===== src/include/cpc_pkg.sv =====
// constants and types for the core sequencing block
// assumes one instruction cycle enable from the decoder
package cpc_pkg;
    localparam int CPC_PC_W = 12;
    localparam int CPC_STACK_DEPTH = 4;
    localparam logic [11:0] CPC_PC_RESET = 12'h5FF;
    localparam logic [7:0] CPC_OPTION_RESET = 8'hFF;
    localparam logic [6:0] CPC_TRIM_RESET = 7'h7F;
    localparam logic [1:0] CPC_PAGE_RESET = 2'h0;
    localparam int CPC_OPT_CS_BIT = 5;
    localparam int CPC_OPT_SE_BIT = 4;
    localparam int CPC_OPT_PSA_BIT = 3;
    localparam int CPC_STAT_PAGE_LO = 5;
    localparam int CPC_STAT_C_BIT = 0;
    localparam int CPC_STAT_DC_BIT = 1;
    // ops that the decoder presents for one cycle
    typedef enum logic [2:0] {
        CPC_ALU_NONE,
        CPC_ALU_ADD,
        CPC_ALU_SUB,
        CPC_ALU_RRF,
        CPC_ALU_RLF
    } cpc_alu_op_t;
endpackage


===== src/rtl/cpc_core_ctrl.sv =====
// program counter, stack, option and trim registers, flag logic
// assumes the decoder drives op strobes valid when cycle_en_in is high
// timer pin is external and asynchronous; it is double registered
`timescale 1ns/10ps
module cpc_core_ctrl import cpc_pkg::*; (
    input wire logic mclk_in,
    input wire logic rst_n_in,
    input wire logic cycle_en_in, // one pulse per instruction cycle
    input wire logic jump_op_in,
    input wire logic call_op_in,
    input wire logic return_with_literal_op_in,
    input wire logic pc_low_byte_wr_in,
    input wire logic option_load_in,
    input wire logic trim_wr_in,
    input wire logic [8:0] imm_in, // instruction immediate field
    input wire logic [7:0] result_in, // value bound for low byte
    input wire logic [7:0] working_in,
    input wire logic [7:0] wr_data_in,
    input wire logic [7:0] status_in, // page bits live here
    input wire logic status_wr_in,
    input wire cpc_alu_op_t alu_op_in,
    input wire logic [7:0] alu_a_in, // file register
    input wire logic [7:0] alu_b_in, // working register
    input wire logic carry_in,
    input wire logic external_timer_clock_pin_in,
    input wire logic port_direction_setting_in, // 1 = input
    output logic [CPC_PC_W-1:0] pc_out,
    output logic [7:0] pc_low_byte_out,
    output logic [1:0] page_select_bits_out,
    output logic [7:0] alu_result_out,
    output logic digit_carry_flag_out,
    output logic carry_flag_out,
    output logic flags_valid_out,
    output logic working_load_out,
    output logic [7:0] working_data_out,
    output logic [7:0] trim_out, // readable trim register
    output logic timer_pin_is_input_out,
    output logic timer_tick_out,
    output logic prescaler_to_wdt_out,
    output logic [2:0] prescaler_rate_out,
    output logic [8:0] timer_ratio_out,
    output logic [7:0] wdt_ratio_out,
    output logic pin_change_wake_disable_out,
    output logic weak_pullup_disable_out
);
    logic rst_s1_ff, rst_s2_ff; // reset release synchroniser
    logic rst_n;
    logic [CPC_PC_W-1:0] pc_ff, nxt_pc;
    logic [1:0] page_ff;
    logic [7:0] option_ff;
    logic [6:0] trim_ff;
    logic [CPC_PC_W-1:0] stack_top;
    logic push, pop;
    logic pin_s1_ff, pin_s2_ff, pin_d_ff; // timer pin sync and edge
    logic [8:0] sum9;
    logic [4:0] sum5;
    logic [7:0] res;
    logic dc, cy, flags_v;
    logic pin_rise, pin_fall, tick;
    logic timer_pin_input_ff, tick_ff, valid_ff, wl_ff;
    logic [7:0] alu_res_ff, wdata_ff;
    logic dc_ff, cy_ff;
    logic [8:0] tratio_ff;
    logic [7:0] wratio_ff;

    // release reset through two flops, assert at once
    always_ff @(posedge mclk_in or negedge rst_n_in) begin
        if (!rst_n_in) begin
            rst_s1_ff <= 1'b0;
            rst_s2_ff <= 1'b0;
        end else begin
            rst_s1_ff <= 1'b1;
            rst_s2_ff <= rst_s1_ff;
        end
    end
    assign rst_n = rst_s2_ff;

    assign push = cycle_en_in && call_op_in;
    assign pop = cycle_en_in && return_with_literal_op_in;

    cpc_stack #(
        .DEPTH(CPC_STACK_DEPTH),
        .W(CPC_PC_W)
    ) u_stack (
        .mclk_in(mclk_in),
        .rst_n_in(rst_n),
        .push_in(push),
        .pop_in(pop),
        .push_data_in(pc_ff), // pc already points past the call
        .top_out(stack_top)
    );

    // next counter value; loads override the increment
    always_comb begin
        nxt_pc = pc_ff + 12'h001; // plain step
        if (pc_ff == CPC_PC_RESET) begin
            nxt_pc = '0; // reset word rolls over to zero
        end
        if (jump_op_in) begin
            nxt_pc = {1'b0, page_ff, imm_in};
        end else if (call_op_in) begin
            nxt_pc = {1'b0, page_ff, 1'b0, imm_in[7:0]};
        end else if (pc_low_byte_wr_in) begin
            nxt_pc = {1'b0, page_ff, 1'b0, result_in};
        end else if (return_with_literal_op_in) begin
            nxt_pc = stack_top;
        end
    end

    // program counter
    always_ff @(posedge mclk_in or negedge rst_n) begin
        if (!rst_n) begin
            pc_ff <= CPC_PC_RESET; // last word of last page
        end else if (cycle_en_in) begin
            pc_ff <= nxt_pc;
        end
    end

    // page bits mirrored from status writes
    always_ff @(posedge mclk_in or negedge rst_n) begin
        if (!rst_n) begin
            page_ff <= CPC_PAGE_RESET;
        end else if (cycle_en_in && status_wr_in) begin
            // code 11 is left to software to avoid
            page_ff <= status_in[CPC_STAT_PAGE_LO +: 2];
        end
    end

    // option register, loaded only from working
    always_ff @(posedge mclk_in or negedge rst_n) begin
        if (!rst_n) begin
            option_ff <= CPC_OPTION_RESET;
        end else if (cycle_en_in && option_load_in) begin
            option_ff <= working_in;
        end
    end

    // trim register, bit 0 not stored
    always_ff @(posedge mclk_in or negedge rst_n) begin
        if (!rst_n) begin
            trim_ff <= CPC_TRIM_RESET;
        end else if (cycle_en_in && trim_wr_in) begin
            trim_ff <= wr_data_in[7:1];
        end
    end

    // flag arithmetic; subtract is a plus not-w plus one
    always_comb begin
        sum9 = 9'h000;
        sum5 = 5'h00;
        res = 8'h00;
        dc = 1'b0;
        cy = 1'b0;
        flags_v = 1'b1;
        case (alu_op_in)
            CPC_ALU_ADD: begin
                sum9 = {1'b0, alu_a_in} + {1'b0, alu_b_in};
                sum5 = {1'b0, alu_a_in[3:0]} + {1'b0, alu_b_in[3:0]};
                res = sum9[7:0];
                dc = sum5[4];
                cy = sum9[8];
            end
            CPC_ALU_SUB: begin
                sum9 = {1'b0, alu_a_in} + {1'b0, ~alu_b_in} + 9'h001;
                sum5 = {1'b0, alu_a_in[3:0]} + {1'b0, ~alu_b_in[3:0]}
                    + 5'h01;
                res = sum9[7:0];
                dc = sum5[4]; // one means no borrow
                cy = sum9[8]; // one means no borrow
            end
            CPC_ALU_RRF: begin
                res = {carry_in, alu_a_in[7:1]};
                dc = 1'b0;
                cy = alu_a_in[0];
            end
            CPC_ALU_RLF: begin
                res = {alu_a_in[6:0], carry_in};
                dc = 1'b0;
                cy = alu_a_in[7];
            end
            default: begin
                flags_v = 1'b0;
            end
        endcase
    end

    // registered arithmetic outputs
    always_ff @(posedge mclk_in or negedge rst_n) begin
        if (!rst_n) begin
            alu_res_ff <= 8'h00;
            dc_ff <= 1'b0;
            cy_ff <= 1'b0;
            valid_ff <= 1'b0;
        end else begin
            valid_ff <= cycle_en_in && flags_v;
            if (cycle_en_in && flags_v) begin
                alu_res_ff <= res;
                dc_ff <= dc;
                cy_ff <= cy;
            end
        end
    end

    // working register load from return literal
    always_ff @(posedge mclk_in or negedge rst_n) begin
        if (!rst_n) begin
            wl_ff <= 1'b0;
            wdata_ff <= 8'h00;
        end else begin
            wl_ff <= pop;
            if (pop) begin
                wdata_ff <= imm_in[7:0];
            end
        end
    end

    // timer pin: two flops, then an edge flop
    always_ff @(posedge mclk_in or negedge rst_n) begin
        if (!rst_n) begin
            pin_s1_ff <= 1'b0;
            pin_s2_ff <= 1'b0;
            pin_d_ff <= 1'b0;
        end else begin
            pin_s1_ff <= external_timer_clock_pin_in;
            pin_s2_ff <= pin_s1_ff;
            pin_d_ff <= pin_s2_ff;
        end
    end
    assign pin_rise = pin_s2_ff && !pin_d_ff;
    assign pin_fall = !pin_s2_ff && pin_d_ff;

    // tick source: pin edge or instruction cycle
    always_comb begin
        if (option_ff[CPC_OPT_CS_BIT]) begin
            tick = option_ff[CPC_OPT_SE_BIT] ? pin_fall : pin_rise;
        end else begin
            tick = cycle_en_in;
        end
    end

    // timer side outputs and ratios
    always_ff @(posedge mclk_in or negedge rst_n) begin
        if (!rst_n) begin
            tick_ff <= 1'b0;
            timer_pin_input_ff <= 1'b1;
            tratio_ff <= 9'h100;
            wratio_ff <= 8'h80;
        end else begin
            tick_ff <= tick;
            // source select overrides direction
            timer_pin_input_ff <= option_ff[CPC_OPT_CS_BIT]
                || port_direction_setting_in;
            tratio_ff <= 9'h002 << option_ff[2:0];
            wratio_ff <= 8'h01 << option_ff[2:0];
        end
    end

    assign pc_out = pc_ff;
    assign pc_low_byte_out = pc_ff[7:0];
    assign page_select_bits_out = page_ff;
    assign alu_result_out = alu_res_ff;
    assign digit_carry_flag_out = dc_ff;
    assign carry_flag_out = cy_ff;
    assign flags_valid_out = valid_ff;
    assign working_load_out = wl_ff;
    assign working_data_out = wdata_ff;
    assign trim_out = {trim_ff, 1'b0};
    assign timer_pin_is_input_out = timer_pin_input_ff;
    assign timer_tick_out = tick_ff;
    assign prescaler_to_wdt_out = option_ff[CPC_OPT_PSA_BIT];
    assign prescaler_rate_out = option_ff[2:0];
    assign timer_ratio_out = tratio_ff;
    assign wdt_ratio_out = wratio_ff;
    assign pin_change_wake_disable_out = option_ff[7];
    assign weak_pullup_disable_out = option_ff[6];
endmodule


===== src/rtl/cpc_stack.sv =====
// four level return address stack
// assumes push and pop never arrive together
`timescale 1ns/10ps
module cpc_stack import cpc_pkg::*; #(
    parameter int DEPTH = CPC_STACK_DEPTH,
    parameter int W = CPC_PC_W
) (
    input wire logic mclk_in,
    input wire logic rst_n_in,
    input wire logic push_in,
    input wire logic pop_in,
    input wire logic [W-1:0] push_data_in,
    output logic [W-1:0] top_out
);
    logic [W-1:0] lvl_ff [DEPTH]; // level 1 is index 0

    // shifting chain; silent on overflow and underflow
    always_ff @(posedge mclk_in or negedge rst_n_in) begin
        if (!rst_n_in) begin
            for (int i = 0; i < DEPTH; i++) begin
                lvl_ff[i] <= '0;
            end
        end else if (push_in) begin
            lvl_ff[0] <= push_data_in;
            for (int i = 1; i < DEPTH; i++) begin
                lvl_ff[i] <= lvl_ff[i-1]; // oldest falls off
            end
        end else if (pop_in) begin
            // deepest holds, so repeats refill
            for (int i = 0; i < DEPTH - 1; i++) begin
                lvl_ff[i] <= lvl_ff[i+1];
            end
        end
    end

    assign top_out = lvl_ff[0];
endmodule


===== config.mk =====
export PLATFORM = sky130hd
export DESIGN_NAME = cpc_core_ctrl
export DESIGN_NICKNAME = d
export VERILOG_FILES = /design/src/include/cpc_pkg.sv /design/src/rtl/cpc_core_ctrl.sv /design/src/rtl/cpc_stack.sv
export SDC_FILE = /design/constraint.sdc
export NUM_CORES = 1
export LEC_CHECK = 0
export ABC_AREA = 1
export BUFFER_PORTS_ARGS = -buffer_cell sky130_fd_sc_hd__buf_4
export CELL_PAD_IN_SITES_DETAIL_PLACEMENT = 0
export CELL_PAD_IN_SITES_GLOBAL_PLACEMENT = 2
export CORE_ASPECT_RATIO = 0.75
export CORE_MARGIN = 1
export CORE_UTILIZATION = 28
export DETAILED_ROUTE_END_ITERATION = 10
export PLACE_DENSITY = 0.85
export SLEW_MARGIN = 10
export SYNTH_ARGS = -nofsm -noshare
export SYNTH_HDL_FRONTEND = slang
export SYNTH_SLANG_ARGS = --single-unit

===== constraint.sdc =====
create_clock -name mclk_in -period 3.3 [get_ports mclk_in]
set_clock_uncertainty 0.05 [all_clocks]
set_input_delay 0.495 -clock mclk_in [delete_from_list [all_inputs] [get_ports mclk_in]]
set_output_delay 0.495 -clock mclk_in [all_outputs]
set_load 0.05 [all_outputs]

==> results of run 1 <==
## cell type report
class | instances | area share (%)
clock buffers | 9 | 2.93
clock inverters | 7 | 1.16
inverters | 98 | 4.79
multi-input cells | 506 | 35.1
flip-flops and latches | 112 | 37.0
well taps | 288 | 4.69
repair buffers | 145 | 14.4
## worst max path at each step
stage / endpoint / slack, ps
3_3_place_gp: alu_result_out[4]$_DFFE_PN0P_ / 1140
6_report: pc_out[3]$_DFFE_PN1P_ / 1370
2_1_floorplan: alu_result_out[0]$_DFFE_PN0P_ / 1400
4_1_cts: pc_out[3]$_DFFE_PN1P_ / 1390
3_5_place_dp: alu_result_out[4]$_DFFE_PN0P_ / 1130
5_1_grt: pc_out[3]$_DFFE_PN1P_ / 1220
## state kept, by name, summed over array words and instances, names as in the netlist, 2 cells and up
| register | cells |
|---|---|
| u_stack.lvl_ff | 36 |
| pc_out | 12 |
| u_stack.top_out | 12 |
| alu_result_out | 8 |
| option_ff | 8 |
| working_data_out | 8 |
| trim_ff | 7 |
| wdt_ratio_out | 7 |
| page_select_bits_out | 2 |
## cells by family after synthesis
logic type      synth area share [%]
compound gates                  12.1
xor+xnor                       0.563
fa+ha+maj                       4.26
buf+inv                         11.1
flops                           45.6
mux                             2.41
other cells                    0.121
simple gates                    23.9
## Yosys cell counts (3+ instances only)
cell,n,area [um2]
nor3_1,11,55.1
o22ai_1,11,68.8
nor2_2,4,25.0
dfrtp_1,85,2130
o21ai_0,22,110
buf_4,23,173
o221ai_1,12,105
inv_2,6,22.5
a21oi_1,43,215
xor2_1,4,35.0
clkbuf_1,6,22.5
or2_2,3,18.8
mux2_2,8,90.1
ha_1,18,225
nor2_1,58,218
buf_6,6,67.6
o211ai_1,20,150
buf_2,11,55.1
dfstp_2,27,709
nand4_1,7,43.8
inv_1,90,338
nand2_1,195,732
nand2_4,5,56.3
mux2_4,4,60.1
a22oi_1,4,30.0
nand3_1,58,290
## worst max-delay path: cells and delay by family (launching register included)
family                     cells  cell delay, ps
AOI/OAI and AO/OA              1              60
adders and majority gates      1             180
DFF                            1             620
and+or+nand+nor                6             930
## through the flow
step / instances / setup slack (ps) / cell area (um2) / hold WS (ps)
after CTS: 1165 / 1390 / 7690 / 180
after floorplan: 763 / 1400 / 6230 / 149
after global placement: 1148 / 1140 / 7360 / 213
after global routing: 1165 / 1220 / 7690 / 180
after detailed placement: 1148 / 1130 / 7360 / 220
final: 1165 / 1370 / 7690 / 195
## metal layers
metal	GRT usage, %	up-vias
li1	-	2675
met5	0	-
met4	3.36	0
met2	22.0	100
met1	21.9	2535
met3	2.86	11
## power breakdown
part | switching [W] | internal, W | total (W)
Combinational | 0.000860 | 0.000422 | 0.00128
Sequential | 0.000152 | 0.00162 | 0.00178
Clock | 0.000553 | 0.000604 | 0.00116
Total | 0.00156 | 0.00265 | 0.00422
## timing repair
item | 4_1_cts | 5_1_grt
setup buffers | 0 | 0
endpoints found under the hold margin | 2 | 0
hold buffers | 1 | 0
==> out/summary.txt, run 1 <==
status = complete, no violations
setup TNS = 0 ps
Yosys reg bits = 112
wire length on met3 = 619 um
maximum buffer depth of the clock tree = 2
Max Freq = 519 MHz
Worst slew margin = 45.9%
Syn Area/Cell = 8.17 um2
vias in the first global route = 5147
Crit. Startpoint = pc_out[1]$_DFFE_PN1P_
largest net degree at the start of global routing = 59
Startpoint Class = flip-flop
Syn-to-layout area delta = 23.5%
r2r startpoint = pc_out[1]$_DFFE_PN1P_
All-Layer GR Usage = 14.8%
share of cells above drive strength 1 = 25.2%
Via density = 4.57
top_reg_cell synth = dfrtp_1
Hold EP = pin_s1_ff$_DFF_PN0_
H-tree lvl count = 3
core area = 21500 um2
Worst-Margin Slew = 808 ps
Hold Crit Class = input port to flip-flop
Critical-path top delay cell = dfstp_2
routed wl met2 = 7250 um
number of synthesized flops with an enable pin = 0
Fill cells = 2246
Routability Congestion = 0.814
RSZ-0062 raised after global routing = false
Post-Route WL = 16600 um
Final Power = 0.00422 W
nets = 965
first-pass GRT wire length = 27000 um
DIE HEIGHT = 131 um
Final Util = 35.8%
share of synthesized registers carrying an async set or reset = 100%
Post-Syn Instances = 762
Max Slew Vio Count = 0
WL/cell = 14.2 um
number of CTS-inserted buffers = 9
via count = 5321
most common cell after layout, fill and taps aside = nand2_1
TritonRoute pass-1 iters = 5
MaxCap Viol Count = 0
CTS Sinks = 112
synth warn = 0
Max stage delay on crit path = 620 ps
r2r setup slk = 1370 ps
register area share after synthesis = 45.6%
clk slew on worst S/H paths = 80 ps
Min-Delay Path Depth = 1
n_diodes = 0
clock root buffer master = clkbuf_16
post-synthesis cell type count = 42
# IOs = 148
Worst R2R End = pc_out[3]$_DFFE_PN1P_
most frequent cells in the layout = nand2_1, buf_4, inv_1
Peak VDD IR = 0.304 mV
Critical Path AT = 2160 ps
GRT overflow = 0
dpl hpwl = 12300 um
Die W = 174 um
Synth Cell Area = 6220 um2
Clk Latency, worst-skew pair = 370 ps
antenna violations before repair = 0
WL met1 = 8570 um
crit path max fanout = 7
Multi-input gate area = 2700 um2
pwr/cell area = 548 nW/um2
initial DRC count = 264
Final Hold Viols = 0
total die area = 22800 um2
CP cell instances = ha_1, nand2_1, nor2_1, nand3_1, nand3_1, nand2_1, nand2_1, a22oi_1
PortBufs = 138
post_cts resized = 0
Max Used Layer = met4
Post-DRT Antenna Nets = 0
Final period util = 58.4%
sequential cell area = 2840 um2
leakage dissipation = 3.85 nW
final setup vio count = 0
Cell Rows = 46
R2R depth = 8
TritonCTS clock tree = done
Crit. End Element = flip-flop
critical path's most frequent cell = nand2_1
DR DRC count = 0
minimum clock period = 1930 ps
Min-Delay Startpoint = external_timer_clock_pin_in
CP Class = flip-flop to flip-flop
Worst Path Required = 3530 ps
Initial Util = 29.0%
Note: power is estimated with default switching activity, not from simulation.
==> run 2, diff against run 1 <==
CORE_UTILIZATION = 31   (was 28)
PLACE_DENSITY = 0.89   (was 0.85)
clock period = 1.96 ns   (was 3.3 ns; I/O delays follow)
==> run 2 against run 1 <==
  * The flow now finishes with violations (DRC)
  * Critical endpoint is now pc_out[9]$_DFFE_PN0P_
  * Clock power rose by 64%
  * Die area fell by 9.6%
  * Critical path type unchanged
  * Global-route usage rose by 1.8 points
  * Hold slack got worse by 110 ps
==> out/summary.txt, run 2 (same netlist as run 1, synthesis figures left out) <==
nets = 977 (+1.2%)
Die W = 166 um (-4.9%)
initial DRC count = 355 (+34%)
Via density = 4.70 (+2.8%)
area post-placement = 7410 um2 (+0.70%)
critical path's most frequent cell = nand2_1
Post-Route WL = 16300 um (-1.5%)
CP Class = flip-flop to flip-flop
pwr/cell area = 914 nW/um2 (+67%)
Clk Latency, worst-skew pair = 350 ps (-20 ps)
All-Layer GR Usage = 16.6% (+1.8 points)
Max stage delay on crit path = 580 ps (-40 ps)
Crit. End Element = flip-flop
Biggest register = u_stack.lvl_ff
Max Slew Vio Count = 0 (unchanged)
leakage dissipation = 3.91 nW (+1.5%)
pre-CTS setup slack = -129 ps (-1260 ps)
final setup vio count = 0 (unchanged)
TritonRoute pass-1 iters = 7 (+2)
sequential cell area = 2840 um2 (unchanged)
MaxCap Viol Count = 0 (unchanged)
combinational power share = 31.1% (+0.7 points)
Critical Path AT = 1960 ps (-200 ps)
crit path max fanout = 7 (unchanged)
dpl hpwl = 12300 um (-0.32%)
Multi-input gate area = 2700 um2 (unchanged)
# IOs = 148 (unchanged)
vias in the first global route = 5226 (+1.5%)
Switch Pwr = 0.00260 W (+66%)
antenna violations before repair = 0 (unchanged)
largest net degree at the start of global routing = 59 (unchanged)
status = finished with violations
clock network power share = 26.8% (-0.7 points)
Syn-to-layout area delta = 24.4%
total die area = 20600 um2 (-9.6%)
PortBufs = 138 (unchanged)
violations in the final reports = DRC
Peak VDD IR = 0.437 mV (+44%)
share of cells above drive strength 1 = 26.1% (+0.90 points)
RSZ-0062 raised after global routing = false
setup TNS = 0 ps (unchanged)
Worst slew margin = 33.7% (-12 points)
Max Freq = 569 MHz (+9.6%)
worst setup margin = 203 ps (-1170 ps)
Post-DRT Antenna Nets = 0 (unchanged)
Worst-Margin Slew = 994 ps (+186 ps)
Hold Crit Class = input port to flip-flop
GRT overflow = 0 (unchanged)
via count = 5364 (+0.81%)
Final Instance Area = 7740 um2 (+0.67%)
most common cell after layout, fill and taps aside = nand2_1
clk slew on worst S/H paths = 80 ps (about the same)
Final Hold Viols = 0 (unchanged)
DIE HEIGHT = 125 um (-4.9%)
minimum clock period = 1760 ps (-169 ps)
Sw Ratio = 36.7% (-0.38 points)
H-tree lvl count = 3 (unchanged)
core area = 19500 um2 (-9.2%)
Startpoint Class = flip-flop
TritonCTS clock tree = done
Worst Path Required = 2160 ps (-1370 ps)
CP cell instances = nand2_1, nor2_2, nand3_1, inv_1, a21oi_1, nand3_1, nand2_1, nand2_1, nand2_1
number of CTS-inserted buffers = 9 (unchanged)
first-pass GRT wire length = 27100 um (+0.41%)
Fill cells = 2040 (-9.2%)
Initial Util = 31.9% (+2.9 points)
Flop pwr share = 42.1% (about the same)
n_diodes = 0 (unchanged)
clock root buffer master = clkbuf_16
CTS Sinks = 112 (unchanged)
WL/cell = 14.3 um (+0.51%)
Routability Congestion = 0.857 (+5.2%)
Internal = 0.00447 W (+69%)
Final period util = 89.6% (+31 points)
Final Util = 39.7% (+3.9 points)
Critical-path top delay cell = dfstp_2
Cell Rows = 44 (-4.3%)
Final Power = 0.00707 W (+68%)
most frequent cells in the layout = nand2_1, buf_4, inv_1
max reg flops = 36 (unchanged)
DR DRC count = 14 (+14)
maximum buffer depth of the clock tree = 2 (unchanged)
run 2: cell types whose count changed in the layout (fill, tap and decap cells not counted):
cell,change
inv_8,+1
dlygate4sd3_1,+1
clkinvlp_4,+1
clkinv_2,+1
clkinv_8,-1
clkinv_4,-1
buf_4,+10
buf_12,+1
inv_6,-1
run 2: power by group through the flow:
stage	Sequential (W)	Combinational [W]	Clock [W]
floorplan	0.00352	0.00105	0
global placement	0.00302	0.00218	0
detailed placement	0.00302	0.00221	0
CTS	0.00298	0.00221	0.00197
global route	0.00304	0.00240	0.00205
finish	0.00298	0.00220	0.00190
run 2: final timing paths:
check / from / endpoint / slack (ps) / cells after the start
setup / recovery: pc_out[4]$_DFFE_PN1P_ / pc_out[9]$_DFFE_PN0P_ / 200 / 9
max in group asynchronous: rst_n$_DFF_PN0_ / option_ff[4]$_DFFE_PN1P_ / 1020 / 1
min in group asynchronous: rst_n$_DFF_PN0_ / u_stack.lvl_ff[26]$_DFFE_PN0P_ / 190 / 0
hold / removal: port_direction_setting_in / timer_pin_is_input_out$_DFF_PN1_ / 90 / 2
setup reg to reg: pc_out[4]$_DFFE_PN1P_ / pc_out[9]$_DFFE_PN0P_ / 200 / 9
hold reg to reg: rst_n$_DFF_PN0_ / u_stack.lvl_ff[26]$_DFFE_PN0P_ / 190 / 0
run 2: through the flow:
| step | instances | hold slack [ps] |
|---|---|---|
| 6_report | 1142 | 85.6 |
| 2_1_floorplan | 763 | -51.6 |
| 4_1_cts | 1142 | 72.0 |
| 3_5_place_dp | 1124 | 26.9 |
| 5_1_grt | 1142 | 80.4 |
| 3_3_place_gp | 1124 | 27.7 |
run 2: area by class of cell:
| cell class | count | area share [%] |
|---|---|---|
| clock buffers | 9 | 2.91 |
| clock inverters | 7 | 1.02 |
| inverters | 98 | 4.75 |
| multi-input cells | 506 | 34.9 |
| flip-flops and latches | 112 | 36.7 |
| well taps | 253 | 4.09 |
| repair buffers | 157 | 15.6 |
run 2: what timing repair did:
action | in CTS | in global routing
hold endpoints to repair | 3 | 0
gates resized for setup | 0 | 0
hold buffers | 2 | 0
setup buffers | 0 | 0
run 2: worst max-delay path: cells and delay by family, from the launching register on:
| kind | cells | cell delay (ps) |
|---|---|---|
| flip-flops | 1 | 580 |
| AND/OR/NAND/NOR | 7 | 810 |
| buffers and inverters | 1 | 140 |
| AO/OA/AOI/OAI | 1 | 100 |
run 2: layer usage:
layer	global-route usage, %	part of all wire [%]
met5	0	0
met4	3.16	0.79
met3	2.53	4.2
met2	23.5	42
met1	26.3	53
==> run 3, diff against run 2 <==
CORE_UTILIZATION = 32   (was 31)
CTS_BUF_LIST = sky130_fd_sc_hd__clkbuf_8   (was unset)
PLACE_DENSITY = 0.91   (was 0.89)
==> run 3 against run 2 <==
  * The flow now finishes without violations
  * Cell count is 0.35% lower
  * Combinational power about the same
  * Clock power shrank 20%
  * Non-clock buffer count increased by 2
  * Critical path type unchanged
==> out/summary.txt, run 3 (same netlist as run 1, synthesis figures left out) <==
status = complete, no violations
setup TNS = 0 ps (unchanged)
initial DRC count = 353 (-0.56%)
nets = 979 (+0.20%)
Critical Path AT = 2010 ps (+50 ps)
H-tree lvl count = 3 (unchanged)
Crit. End Element = flip-flop
total die area = 20000 um2 (-3.1%)
DR DRC count = 0 (-14)
r2r startpoint = pc_out[4]$_DFFE_PN1P_
MaxCap Viol Count = 0 (unchanged)
vias in the first global route = 5160 (-1.3%)
largest net degree at the start of global routing = 59 (unchanged)
CP Class = flip-flop to flip-flop
Min-Delay Startpoint = imm_in[3]
number of CTS-inserted buffers = 9 (unchanged)
Biggest register = u_stack.lvl_ff
Post-DRT Antenna Nets = 0 (unchanged)
Fill cells = 1960 (-3.9%)
maximum buffer depth of the clock tree = 2 (unchanged)
Final Power = 0.00670 W (-5.3%)
Clk Latency, worst-skew pair = 370 ps (+20 ps)
final std cells w/o fill = 1138 (-0.35%)
most common cell after layout, fill and taps aside = nand2_1
first-pass GRT wire length = 26500 um (-2.3%)
GRT overflow = 0 (unchanged)
sequential cell area = 2840 um2 (unchanged)
All-Layer GR Usage = 16.9% (+0.28 points)
crit path max fanout = 7 (unchanged)
Min-Delay Path Depth = 3 (+1)
Hold EP = working_data_out[3]$_DFFE_PN0P_
max reg flops = 36 (unchanged)
clk slew on worst S/H paths = 110 ps (+30 ps)
Hold Crit Class = input port to flip-flop
Cell Rows = 43 (-2.3%)
Worst-Margin Slew = 968 ps (-26.0 ps)
Syn-to-layout area delta = 23.1%
Final Hold Viols = 0 (unchanged)
minimum clock period = 1790 ps (+32.6 ps)
via count = 5372 (+0.15%)
# IOs = 148 (unchanged)
Startpoint Class = flip-flop
Peak VDD IR = 0.377 mV (-14%)
WL/cell = 14.4 um (+0.31%)
Post-Route WL = 16300 um (about the same)
n_diodes = 0 (unchanged)
leakage dissipation = 3.88 nW (-0.63%)
share of cells above drive strength 1 = 26.3% (+0.17 points)
placed cells = 1120 (-0.36%)
Max Slew Vio Count = 0 (unchanged)
post_cts resized = 0 (unchanged)
clock root buffer master = clkbuf_8
core area = 18800 um2 (-3.7%)
R2R depth = 9 (unchanged)
Crit. Startpoint = pc_out[4]$_DFFE_PN1P_
CTS Sinks = 112 (unchanged)
Max Freq = 559 MHz (-1.8%)
antenna violations before repair = 0 (unchanged)
area post-placement = 7420 um2 (+0.10%)
r2r setup slk = 170 ps (-30 ps)
pre-CTS setup slack = -98.4 ps (+30.2 ps)
Worst R2R End = pc_out[9]$_DFFE_PN0P_
Initial Util = 33.1% (+1.2 points)
Final Instance Area = 7660 um2 (-1.0%)
dpl hpwl = 12300 um (+0.42%)
Worst slew margin = 35.4% (+1.7 points)
most frequent cells in the layout = nand2_1, buf_4, inv_1
final setup vio count = 0 (unchanged)
RSZ-0062 raised after global routing = false
pwr/cell area = 875 nW/um2 (-4.3%)
Via density = 4.72 (+0.50%)
TritonRoute pass-1 iters = 5 (-2)
worst setup margin = 171 ps (-32.6 ps)
Multi-input gate area = 2700 um2 (unchanged)
TritonCTS clock tree = done
Routability Congestion = 0.814 (-4.9%)
Final period util = 91.3% (+1.7 points)
Die W = 163 um (-1.6%)
Worst Path Required = 2180 ps (+20 ps)
DIE HEIGHT = 123 um (-1.6%)
PortBufs = 138 (unchanged)
-- run 3: area by class of cell --
| class | instances | share of cell area [%] |
|---|---|---|
| clock buffers | 9 | 1.62 |
| inverters | 98 | 4.80 |
| repair buffers | 159 | 16.0 |
| multi-input cells | 506 | 35.2 |
| flip-flops and latches | 112 | 37.1 |
| clock inverters | 7 | 1.24 |
| well taps | 247 | 4.03 |
-- run 3: critical path, stage by stage (launching register included) --
cell and delay (ps):
dfstp_2 590, nand2_1 110, nor2_2 290, nand3_1 160, inv_1 150, a21oi_1 110, nand3_1 80, nand2_1 60
nand2_1 60, nand2_1 40
-- run 3: worst max path at each step --
stage | slack (ps) | endpoint | depth (start not counted)
global route | 40 | pc_out[9]$_DFFE_PN0P_ | 9
finish | 170 | pc_out[9]$_DFFE_PN0P_ | 9
floorplan | 60 | alu_result_out[0]$_DFFE_PN0P_ | 0
detailed placement | -100 | u_stack.top_out[10]$_DFFE_PN0P_ | 7
CTS | 210 | pc_out[9]$_DFFE_PN0P_ | 9
global placement | -80 | u_stack.top_out[10]$_DFFE_PN0P_ | 7
-- run 3: per-stage QoR --
step	hold WS, ps	utilization, %
after global routing	35.1	40.8
after CTS	43.7	40.8
final	63.0	40.8
after global placement	27.4	39.5
after detailed placement	27.7	39.5
after floorplan	-51.6	-
-- run 3: what timing repair did --
item,CTS,global route
setup buffers,0,0
hold endpoints to repair,3,0
hold buffers,2,0
-- run 3: power breakdown --
part           switching, W  internal, W  leakage, nW
clock network      0.000799     0.000723        0.110
registers          0.000252      0.00273         1.36
logic               0.00146     0.000737         2.42
-- run 3: metal layers --
| metal | vias to the layer above | share of wire, % | global-route usage, % |
|---|---|---|---|
| li1 | 2711 | - | - |
| met1 | 2565 | 53 | 26.7 |
| met2 | 86 | 42 | 23.9 |
| met3 | 10 | 3.6 | 2.84 |
| met4 | 0 | 0.62 | 2.86 |
| met5 | - | 0 | 0 |
